--- src/shared/earom_regs.svh ---
// Timing, width and encoding constants for the memory operation sequencer
`ifndef EAROM_SEQ_REGS_SVH
`define EAROM_SEQ_REGS_SVH

// ==========================================
// Clock and interval figures
`define EAROM_CLK_MHZ 125
`define EAROM_WRITE_TIME_US 1000
`define EAROM_ERASE_TIME_US 12000
`define EAROM_BLOCK_ERASE_TIME_US 1000
`define EAROM_SETUP_CYCLES 2
`define EAROM_STROBE_CYCLES 8
`define EAROM_STROBE_CNT_W 8

// ==========================================
// Widths
`define EAROM_DATA_W 8
`define EAROM_PART_ADDR_W 10
`define EAROM_OP_W 3

// ==========================================
// Operation codes on op_i
`define EAROM_OP_READ 3'h0
`define EAROM_OP_BLOCK_ERASE 3'h1
`define EAROM_OP_WORD_ERASE 3'h2
`define EAROM_OP_WRITE 3'h3
`define EAROM_OP_REPROGRAM 3'h4

// ==========================================
// Mode line encodings {mode_select_high, mode_select_low}
`define EAROM_MODE_READ 2'h0
`define EAROM_MODE_WRITE 2'h1
`define EAROM_MODE_BLOCK_ERASE 2'h2
`define EAROM_MODE_WORD_ERASE 2'h3

`endif

--- src/shared/earom_pkg.sv ---
// Types shared by the memory operation sequencer
`default_nettype none

package earom_pkg;

  // ==========================================
  // Sequencer states
  typedef enum logic [2:0] {
    ST_IDLE,
    ST_SETUP,
    ST_ARM,
    ST_STROBE,
    ST_TIMING,
    ST_DUMMY_SETUP,
    ST_DUMMY_STROBE,
    ST_FINISH
  } state_t;

endpackage : earom_pkg

`default_nettype wire

--- src/logic/interval_timer.sv ---
// Down-counter that flags the end of a loaded interval
`timescale 1ns/1ns
`default_nettype none

module interval_timer #(
  parameter int WIDTH = 21
) (
  // Clock and reset
  input wire logic clock_i,
  input wire logic sys_rst_i,
  // Control
  input wire logic start_i,
  input wire logic [WIDTH-1:0] count_i,
  // Status
  output logic expired_o
);

  // The one-count compare needs at least one padding bit
  if (WIDTH < 2) begin : g_bad_width
    $error("WIDTH must be at least 2");
  end

  logic [WIDTH-1:0] cnt;
  logic [WIDTH-1:0] next_cnt;
  logic running;
  logic next_running;
  logic next_expired;

  always_comb begin
    next_cnt = cnt;
    next_running = running;
    next_expired = 1'b0;
    if (start_i) begin
      next_cnt = count_i;
      next_running = 1'b1;
    end else if (running) begin
      if (cnt <= {{(WIDTH-1){1'b0}}, 1'b1}) begin
        next_running = 1'b0;
        next_expired = 1'b1;
      end else begin
        next_cnt = cnt - {{(WIDTH-1){1'b0}}, 1'b1};
      end
    end
  end

  always_ff @(posedge clock_i) begin
    if (sys_rst_i) begin
      cnt <= '0;
      running <= 1'b0;
      expired_o <= 1'b0;
    end else begin
      cnt <= next_cnt;
      running <= next_running;
      expired_o <= next_expired;
    end
  end

endmodule : interval_timer

`default_nettype wire

--- src/logic/earom_operation_sequencer.sv ---
// Host-side sequencer that drives one or two pairs of 4-bit memory parts as one byte-wide store
`timescale 1ns/1ns
`default_nettype none
`include "earom_regs.svh"

// What this block does
// - Both parts share address, mode; byte-wide data
// - Ten shared address lines, three control lines
// - Read, block erase, word erase, write, reprogram
// - Write strobe follows the chip-select strobe
// - Read: read mode, strobe low, capture byte
// - Idle and address setup use read mode
// - Reprogram erase: word erase, 12 ms, dummy read
// - Write: drive data, strobe, 1 ms, dummy read
// - Flag tracks erase half, cleared before finishing
// - Block erase sets all ones, 1 ms
// - Write only words already erased (plain write does not erase first; reprogram does)
// - Address and data held unchanged after reprogram
// - Dummy read: read mode, strobe low then high
// - Extra address bit gates each pair's strobe
// - Never skip or delay dummy read
module earom_operation_sequencer #(
  parameter int PAIRS = 1,
  parameter int CLK_MHZ = `EAROM_CLK_MHZ,
  parameter int WRITE_CYCLES = `EAROM_WRITE_TIME_US * `EAROM_CLK_MHZ,
  parameter int ERASE_CYCLES = `EAROM_ERASE_TIME_US * `EAROM_CLK_MHZ,
  parameter int BLOCK_ERASE_CYCLES = `EAROM_BLOCK_ERASE_TIME_US * `EAROM_CLK_MHZ,
  parameter int SETUP_CYCLES = `EAROM_SETUP_CYCLES,
  parameter int STROBE_CYCLES = `EAROM_STROBE_CYCLES
) (
  // Clock and reset
  input wire logic clock_i,
  input wire logic sys_rst_i,
  // User request
  input wire logic start_i,
  input wire logic [`EAROM_OP_W-1:0] op_i,
  input wire logic [`EAROM_PART_ADDR_W+PAIRS-2:0] addr_i,
  input wire logic [`EAROM_DATA_W-1:0] data_i,
  // User answer
  output logic busy_o,
  output logic done_o,
  output logic [`EAROM_DATA_W-1:0] rdata_o,
  // Memory pins
  output logic [`EAROM_PART_ADDR_W-1:0] mem_addr_o,
  output logic mode_select_low_o,
  output logic mode_select_high_o,
  output logic [PAIRS-1:0] strobe_n_o,
  output logic [PAIRS-1:0] write_strobe_n_o,
  output logic [`EAROM_DATA_W-1:0] mem_data_o,
  output logic mem_data_oe_o,
  input wire logic [`EAROM_DATA_W-1:0] mem_data_i
);

  localparam int ADDR_W = `EAROM_PART_ADDR_W + PAIRS - 1;
  localparam int TIMER_W = $clog2(ERASE_CYCLES + 1);
  localparam int CNT_W = `EAROM_STROBE_CNT_W;

  // ==========================================
  // Elaboration checks
  if (PAIRS < 1 || PAIRS > 2) begin : g_bad_pairs
    $error("PAIRS must be 1 or 2");
  end
  if (WRITE_CYCLES < 1 || BLOCK_ERASE_CYCLES < 1 || ERASE_CYCLES < WRITE_CYCLES
      || ERASE_CYCLES < BLOCK_ERASE_CYCLES) begin : g_bad_times
    $error("Interval counts must be positive and erase the longest");
  end
  if (SETUP_CYCLES < 1 || STROBE_CYCLES < 4 || SETUP_CYCLES >= (1 << CNT_W)
      || STROBE_CYCLES >= (1 << CNT_W)) begin : g_bad_pulse
    $error("Setup or strobe cycle count out of range");
  end

  // ==========================================
  // Functions
  function automatic logic [1:0] op_mode(input logic [`EAROM_OP_W-1:0] op);
    case (op)
      `EAROM_OP_BLOCK_ERASE: op_mode = `EAROM_MODE_BLOCK_ERASE;
      `EAROM_OP_WORD_ERASE: op_mode = `EAROM_MODE_WORD_ERASE;
      `EAROM_OP_REPROGRAM: op_mode = `EAROM_MODE_WORD_ERASE;
      `EAROM_OP_WRITE: op_mode = `EAROM_MODE_WRITE;
      default: op_mode = `EAROM_MODE_READ;
    endcase
  endfunction : op_mode

  // Only the pair chosen by the top address bit sees the strobe
  function automatic logic [PAIRS-1:0] strobe_vec(input logic active, input logic [ADDR_W-1:0] a);
    logic [PAIRS-1:0] v;
    v = '1;
    for (int p = 0; p < PAIRS; p++) begin
      if (active && (PAIRS == 1 || int'(a[ADDR_W-1]) == p)) begin
        v[p] = 1'b0;
      end
    end
    strobe_vec = v;
  endfunction : strobe_vec

  // ==========================================
  // Data pin synchroniser: change counts when stages two and three agree
  logic [`EAROM_DATA_W-1:0] sync1;
  logic [`EAROM_DATA_W-1:0] sync2;
  logic [`EAROM_DATA_W-1:0] sync3;
  logic [`EAROM_DATA_W-1:0] stable_data;

  always_ff @(posedge clock_i) begin
    if (sys_rst_i) begin
      sync1 <= '0;
      sync2 <= '0;
      sync3 <= '0;
      stable_data <= '0;
    end else begin
      sync1 <= mem_data_i;
      sync2 <= sync1;
      sync3 <= sync2;
      if (sync2 == sync3) begin
        stable_data <= sync3;
      end
    end
  end

  // ==========================================
  // Sequencer
  earom_pkg::state_t state;
  earom_pkg::state_t next_state;
  logic [`EAROM_OP_W-1:0] cur_op;
  logic [`EAROM_OP_W-1:0] next_cur_op;
  logic [ADDR_W-1:0] addr_q;
  logic [ADDR_W-1:0] next_addr_q;
  logic [`EAROM_DATA_W-1:0] data_q;
  logic [`EAROM_DATA_W-1:0] next_data_q;
  logic [`EAROM_DATA_W-1:0] next_rdata;
  logic reprog_flag;
  logic next_reprog_flag;
  logic [1:0] mode_lines;
  logic [1:0] next_mode_lines;
  logic [PAIRS-1:0] strobe_n;
  logic [PAIRS-1:0] next_strobe_n;
  logic data_oe;
  logic next_data_oe;
  logic next_done;
  logic [CNT_W-1:0] cnt;
  logic [CNT_W-1:0] next_cnt;
  logic timer_start;
  logic [TIMER_W-1:0] timer_count;
  logic timer_expired;

  interval_timer #(
    .WIDTH(TIMER_W)
  ) u_timer (
    .clock_i(clock_i),
    .sys_rst_i(sys_rst_i),
    .start_i(timer_start),
    .count_i(timer_count),
    .expired_o(timer_expired)
  );

  always_comb begin
    next_state = state;
    next_cur_op = cur_op;
    next_addr_q = addr_q;
    next_data_q = data_q;
    next_rdata = rdata_o;
    next_reprog_flag = reprog_flag;
    next_mode_lines = mode_lines;
    next_strobe_n = strobe_n;
    next_data_oe = data_oe;
    next_done = 1'b0;
    next_cnt = (cnt == '0) ? cnt : cnt - 1'b1;
    timer_start = 1'b0;
    timer_count = TIMER_W'(WRITE_CYCLES);
    case (cur_op)
      `EAROM_OP_BLOCK_ERASE: timer_count = TIMER_W'(BLOCK_ERASE_CYCLES);
      `EAROM_OP_WORD_ERASE: timer_count = TIMER_W'(ERASE_CYCLES);
      `EAROM_OP_REPROGRAM: timer_count = TIMER_W'(ERASE_CYCLES);
      default: timer_count = TIMER_W'(WRITE_CYCLES);
    endcase
    case (state)
      earom_pkg::ST_IDLE: begin
        next_mode_lines = `EAROM_MODE_READ;
        next_strobe_n = '1;
        next_data_oe = 1'b0;
        if (start_i) begin
          // Spare codes run as plain reads so they can never start a timed cycle
          next_cur_op = (op_i > `EAROM_OP_REPROGRAM) ? `EAROM_OP_READ : op_i;
          next_addr_q = addr_i;
          next_data_q = data_i;
          next_reprog_flag = (op_i == `EAROM_OP_REPROGRAM);
          next_cnt = CNT_W'(SETUP_CYCLES - 1);
          next_state = earom_pkg::ST_SETUP;
        end
      end
      earom_pkg::ST_SETUP: begin
        if (cnt == '0) begin
          // Mode lines settle a full setup time before the strobe falls
          next_mode_lines = op_mode(cur_op);
          next_data_oe = (cur_op == `EAROM_OP_WRITE);
          next_cnt = CNT_W'(SETUP_CYCLES - 1);
          next_state = earom_pkg::ST_ARM;
        end
      end
      earom_pkg::ST_ARM: begin
        if (cnt == '0) begin
          next_strobe_n = strobe_vec(1'b1, addr_q);
          next_cnt = CNT_W'(STROBE_CYCLES - 1);
          next_state = earom_pkg::ST_STROBE;
        end
      end
      earom_pkg::ST_STROBE: begin
        if (cnt == '0) begin
          next_strobe_n = '1;
          if (cur_op == `EAROM_OP_READ) begin
            next_rdata = stable_data;
            next_state = earom_pkg::ST_FINISH;
          end else begin
            timer_start = 1'b1;
            next_state = earom_pkg::ST_TIMING;
          end
        end
      end
      earom_pkg::ST_TIMING: begin
        if (timer_expired) begin
          next_mode_lines = `EAROM_MODE_READ;
          next_data_oe = 1'b0;
          next_cnt = CNT_W'(SETUP_CYCLES - 1);
          next_state = earom_pkg::ST_DUMMY_SETUP;
        end
      end
      earom_pkg::ST_DUMMY_SETUP: begin
        if (cnt == '0) begin
          next_strobe_n = strobe_vec(1'b1, addr_q);
          next_cnt = CNT_W'(STROBE_CYCLES - 1);
          next_state = earom_pkg::ST_DUMMY_STROBE;
        end
      end
      earom_pkg::ST_DUMMY_STROBE: begin
        if (cnt == '0) begin
          next_strobe_n = '1;
          if (reprog_flag) begin
            // Erase half done: the just-cleared word is now written
            next_reprog_flag = 1'b0;
            next_cur_op = `EAROM_OP_WRITE;
            next_cnt = CNT_W'(SETUP_CYCLES - 1);
            next_state = earom_pkg::ST_SETUP;
          end else begin
            next_state = earom_pkg::ST_FINISH;
          end
        end
      end
      earom_pkg::ST_FINISH: begin
        next_done = 1'b1;
        next_state = earom_pkg::ST_IDLE;
      end
      default: begin
        next_state = earom_pkg::ST_IDLE;
      end
    endcase
  end

  always_ff @(posedge clock_i) begin
    if (sys_rst_i) begin
      state <= earom_pkg::ST_IDLE;
      cur_op <= `EAROM_OP_READ;
      addr_q <= '0;
      data_q <= '0;
      rdata_o <= '0;
      reprog_flag <= 1'b0;
      mode_lines <= `EAROM_MODE_READ;
      strobe_n <= '1;
      data_oe <= 1'b0;
      done_o <= 1'b0;
      cnt <= '0;
    end else begin
      state <= next_state;
      cur_op <= next_cur_op;
      addr_q <= next_addr_q;
      data_q <= next_data_q;
      rdata_o <= next_rdata;
      reprog_flag <= next_reprog_flag;
      mode_lines <= next_mode_lines;
      strobe_n <= next_strobe_n;
      data_oe <= next_data_oe;
      done_o <= next_done;
      cnt <= next_cnt;
    end
  end

  // ==========================================
  // Pin drive
  assign busy_o = (state != earom_pkg::ST_IDLE);
  assign mem_addr_o = addr_q[`EAROM_PART_ADDR_W-1:0];
  assign mode_select_low_o = mode_lines[0];
  assign mode_select_high_o = mode_lines[1];
  assign strobe_n_o = strobe_n;
  assign write_strobe_n_o = strobe_n;
  assign mem_data_o = data_q;
  assign mem_data_oe_o = data_oe;

  // ==========================================
  // Assertions
  logic [TIMER_W+1:0] pend_cnt;
  always_ff @(posedge clock_i) begin
    if (sys_rst_i || state == earom_pkg::ST_IDLE || state == earom_pkg::ST_SETUP) begin
      pend_cnt <= '0;
    end else if (state == earom_pkg::ST_TIMING || state == earom_pkg::ST_DUMMY_SETUP) begin
      pend_cnt <= pend_cnt + 1'b1;
    end
  end

  a_idle_read_mode: assert property (@(posedge clock_i) disable iff (sys_rst_i)
    $past(state) == earom_pkg::ST_IDLE && !$past(start_i) |-> mode_lines == `EAROM_MODE_READ && (&strobe_n_o))
    else $error("Idle without read mode or with strobe low");
  a_dummy_in_time: assert property (@(posedge clock_i) disable iff (sys_rst_i)
    pend_cnt <= (TIMER_W+2)'(ERASE_CYCLES + 2 * SETUP_CYCLES + 4))
    else $error("Dummy read strobe came too late");
  a_dummy_read_mode: assert property (@(posedge clock_i) disable iff (sys_rst_i)
    state == earom_pkg::ST_DUMMY_STROBE |-> mode_lines == `EAROM_MODE_READ && !mem_data_oe_o)
    else $error("Dummy read not in read mode");
  a_one_pair_strobed: assert property (@(posedge clock_i) disable iff (sys_rst_i)
    $countones(~strobe_n_o) <= 1)
    else $error("More than one pair strobed");
  a_pins_steady_low: assert property (@(posedge clock_i) disable iff (sys_rst_i)
    !(&strobe_n_o) && !$past(&strobe_n_o) |-> $stable(mem_addr_o) && $stable(mode_lines) && $stable(mem_data_oe_o))
    else $error("Pins moved while strobe low");
  a_flag_clear_done: assert property (@(posedge clock_i) disable iff (sys_rst_i)
    done_o |-> !reprog_flag)
    else $error("Reprogram flag still set at finish");
  a_busy_until_done: assert property (@(posedge clock_i) disable iff (sys_rst_i)
    $fell(busy_o) |-> done_o)
    else $error("Busy dropped before done");
  a_write_drives_data: assert property (@(posedge clock_i) disable iff (sys_rst_i)
    !(&strobe_n_o) |-> mem_data_oe_o == (mode_lines == `EAROM_MODE_WRITE))
    else $error("Data drive does not match mode under strobe");
  a_target_kept: assert property (@(posedge clock_i) disable iff (sys_rst_i)
    busy_o |=> $stable(addr_q) && $stable(data_q))
    else $error("Target address or data changed during operation");
  a_strobe_bounded: assert property (@(posedge clock_i) disable iff (sys_rst_i)
    $fell(&strobe_n_o) |-> ##[1:250] (&strobe_n_o))
    else $error("Strobe held low too long");
  a_read_capture: assert property (@(posedge clock_i) disable iff (sys_rst_i)
    state == earom_pkg::ST_STROBE && cur_op == `EAROM_OP_READ && cnt == '0 |=> rdata_o == $past(stable_data) ##1 done_o)
    else $error("Read byte not captured at strobe end");

  c_read_done: cover property (@(posedge clock_i) disable iff (sys_rst_i)
    done_o && cur_op == `EAROM_OP_READ);
  c_reprogram_write_half: cover property (@(posedge clock_i) disable iff (sys_rst_i)
    $fell(reprog_flag) ##[1:300] state == earom_pkg::ST_ARM);
  c_block_erase_done: cover property (@(posedge clock_i) disable iff (sys_rst_i)
    done_o && cur_op == `EAROM_OP_BLOCK_ERASE);
  c_upper_pair: cover property (@(posedge clock_i) disable iff (sys_rst_i)
    !strobe_n_o[PAIRS-1] && PAIRS == 2);

endmodule : earom_operation_sequencer

`default_nettype wire

--- config.mk ---
export PLATFORM = sky130hd
export DESIGN_NAME = earom_operation_sequencer
export DESIGN_NICKNAME = d
export VERILOG_FILES = /design/src/shared/earom_pkg.sv /design/src/logic/interval_timer.sv /design/src/logic/earom_operation_sequencer.sv
export VERILOG_INCLUDE_DIRS = /design/src /design/src/shared
export SDC_FILE = /design/constraint.sdc
export NUM_CORES = 1
export LEC_CHECK = 0
export ABC_AREA = 1
export BUFFER_PORTS_ARGS = -buffer_cell sky130_fd_sc_hd__buf_2
export CAP_MARGIN = 20
export CORE_UTILIZATION = 50
export DETAILED_ROUTE_END_ITERATION = 16
export GPL_TIMING_DRIVEN = 0
export PLACE_DENSITY = 0.69
export SETUP_SLACK_MARGIN = 0.2
export SYNTH_ARGS = -nofsm -noshare
export SYNTH_HDL_FRONTEND = slang
export SYNTH_SLANG_ARGS = --single-unit
--- constraint.sdc ---
create_clock -name clock_i -period 4.25 [get_ports clock_i]
set_clock_uncertainty 0.15 [all_clocks]
set_input_delay 0.2125 -clock clock_i [delete_from_list [all_inputs] [get_ports clock_i]]
set_output_delay 0.2125 -clock clock_i [all_outputs]
set_load 0.03 [all_outputs]
==> reports/metrics.yaml <==
timing:
  fmax_mhz: 430
  timing.final.crit_share_pct: 54.7
  slew_headroom_pct: 57.9
  layout_setup_ws_ns: 1.92
  setup_viol: 0
  slew_violations: 0
  rsz0062_at_grt: "false"
  fin_setup_tns_ns: 0
  hold_violations: 0
  post-route-min-period_ns: 2.33
  tightest_slew_ns: 0.631
layout:
  fillCellCount: 852
  nNetsFinal: 804
  multi_input_area_mm2: 0.00230
  diodes: 0
  final_util_pct: 61.8
  ff_latch_area_mm2: 0.00202
  area_growth_syn_to_layout_pct: 20.3
  drive_gt1_share_pct: 15.8
setup_path:
  worst_r2r_startpoint: "cnt[0]"
  ff2ff_setup_slack_ns: 1.92
  required_ns: 4.37
  cp_max_fo: 10
  cp-end-kind: "flip-flop"
  cp-startpoint: "cnt[0]"
  crit_path_start_kind: "flip-flop"
  crit_arrival_ns: 2.44
  r2r_end: "cnt[0]"
  reg2reg_depth: 11
  worstSetupPathType: "reg -> reg"
die:
  rows: 35
  coreArea_mm2: 0.00915
  die-width_um: 99.0
  ios: 65
  die_h_um: 99.0
  die_area_mm2: 0.00979
  start_util_pct: 51.4
power_and_ir_drop:
  p_leak_uw: 0.00269
  peakVddDrop_uv: 255
  powerDensity_mw_per_mm2: 523
synthesis:
  yosysMostFrequentCell: "nand2_1"
  yosysSeqAreaShare_pct: 43.0
  synth-seq-cells: 101
  synth-edff-count: 0
  synth_cell_types: 37
  netlist_instances: 665
  ys.flop_type: "dfxtp_1"
  synth_area_leaders: "dfxtp_1 (43%), nand2_1 (12%), nor2_1 (9.8%)"
  syn-num-nets: 702
  synth.avg_cell_area_um2: 7.07
  synth.largest_area_cell: "dfxtp_1"
  yosys_warnings: 0
  synthTopCellsByCount: "nand2_1 (149), nor2_1 (123), dfxtp_1 (101)"
  synth_top_area_share_pct: 43.0
  synth_area_mm2: 0.00470
  async_flop_share_pct: 0
cts:
  htreeDepth: 3
  cts_hold_buf: 28
  cts_root_buf: "clkbuf_8"
  clkTransAtPathRegs_ns: 0.10
  cts_tree: "built"
  cts_buffers: 9
  cts-resized-gates: 0
  clock_latency_ns: 0.38
  cts.sinks: 101
  ctsLongestPathBuffers: 2
  post_cts_buffers: 0
hold_path:
  worstHoldEndpoint: "cur_op[0]"
  worstHoldPathCells: 4
  min_path_type: "in -> reg"
  min-delay-start: "op_i[2]"
grt:
  grtUsageTotal_pct: 23.7
  grt_antenna_before_repair: 0
  grt_pass1_wl_mm: 18.5
  grt_max_degree: 22
  grt_overflow: 0
  grt_pass1_vias: 4177
routing:
  detail-route-antenna-nets: 0
  firstDrtPassIters: 5
  vias_per_cell: 5.15
  wl_mm: 11.1
  wl_per_cell_um: 12.6
  drtIter0Drc: 216
  drc: 0
  num_vias: 4549
placement:
  preCtsSetupSlack_ns: 1.95
  dp_hpwl_mm: 7.99
  gp_congestion: 0.887
  io_buffers: 63
status:
  status: "finished, final reports clean"
job:
  drv_cap: 0
==> cell usage in the layout, fill, tap and decap left out, types with 5 or more instances in the layout <==
master           n
inv_1           64
nand3b_1         5
nand3_1         41
buf_2           71
xor2_1          10
dfxtp_1        101
o21ai_0         24
nand4_1         10
nand2_1        149
dlygate4sd3_1   28
clkbuf_8         9
nor3_1          14
nor4_1           8
inv_2            5
xnor2_1          8
clkbuf_1        10
a21oi_1         42
ha_1             5
nor2_2          10
nor2_1         123
==> layer usage <==
layer | up-vias | part of all wire, % | GRT usage (%)
met5 | - | 0 | 0
met3 | 20 | 4.6 | 5.11
met1 | 2083 | 45 | 28.8
li1 | 2320 | - | -
met2 | 126 | 49 | 42.0
met4 | 0 | 1.6 | 7.12
==> worst max-delay path, cell delays in order, from the launching register on <==
cell and delay [ns]:
dfxtp_1 0.40, inv_1 0.08, ha_1 0.19, nand2_1 0.16
nor2_8 0.08, inv_2 0.16, buf_2 0.26, ha_1 0.28
o21ai_0 0.17, nand4_1 0.11, nor2_1 0.11, a21oi_1 0.07
==> logic make-up (layout without fill, tap and decap cells) <==
family | after synthesis | count (layout) | share of synthesized area (%)
xor+xnor | 18 | 18 | 3.35
fa+ha+maj | 5 | 5 | 1.33
compound gates | 74 | 74 | 8.25
buf+inv | 91 | 198 | 8.04
simple gates | 376 | 376 | 36.0
flops | 101 | 101 | 43.0
==> area by class of cell <==
class / count / share of cell area, %
multi-input combinational: 473 / 40.7
sequential: 101 / 35.8
timing repair buffer: 91 / 10.5
inverter: 69 / 4.58
tap: 111 / 2.46
clock buffer: 9 / 2.19
buffer: 22 / 2.10
clock inverter: 7 / 1.66
==> metrics by stage <==
step	cells	total power (uW)	area, um^2	hold slack [ns]
detailed placement	839	2320	5150	0.244
CTS	883	2970	5650	0.0688
floorplan	665	2070	4700	0.169
global placement	839	2300	5150	0.241
global route	883	3160	5650	0.111
finish	883	2950	5650	0.0875
==> where the power goes <==
| group | internal [uW] | total (uW) | leakage (uW) | switching, uW |
|---|---|---|---|---|
| clock | 239 | 631 | 0.000107 | 393 |
| sequential | 1060 | 1150 | 0.000825 | 88.4 |
| combinational | 406 | 1170 | 0.00176 | 764 |
==> worst max path at each step <==
| stage | to | slack (ns) | depth (start not counted) |
|---|---|---|---|
| floorplan | cnt[0] | 2.20 | 11 |
| global placement | cnt[0] | 2.00 | 11 |
| detailed placement | cnt[0] | 1.95 | 11 |
| CTS | cnt[0] | 1.93 | 11 |
| global route | cnt[0] | 1.78 | 11 |
| finish | cnt[0] | 1.92 | 11 |
==> sequential cells by signal, indices dropped and copies added, names as in the netlist <==
register / count
u_timer.running: 1
cnt: 8
cur_op: 3
rdata_o: 8
strobe_n_o: 1
state: 3
mem_data_oe_o: 1
sync3: 8
mem_addr_o: 10
reprog_flag: 1
done_o: 1
mem_data_o: 8
sync2: 8
mode_lines: 2
u_timer.expired_o: 1
sync1: 8
u_timer.cnt: 21
stable_data: 8
Power figures use the tool's default switching activity.
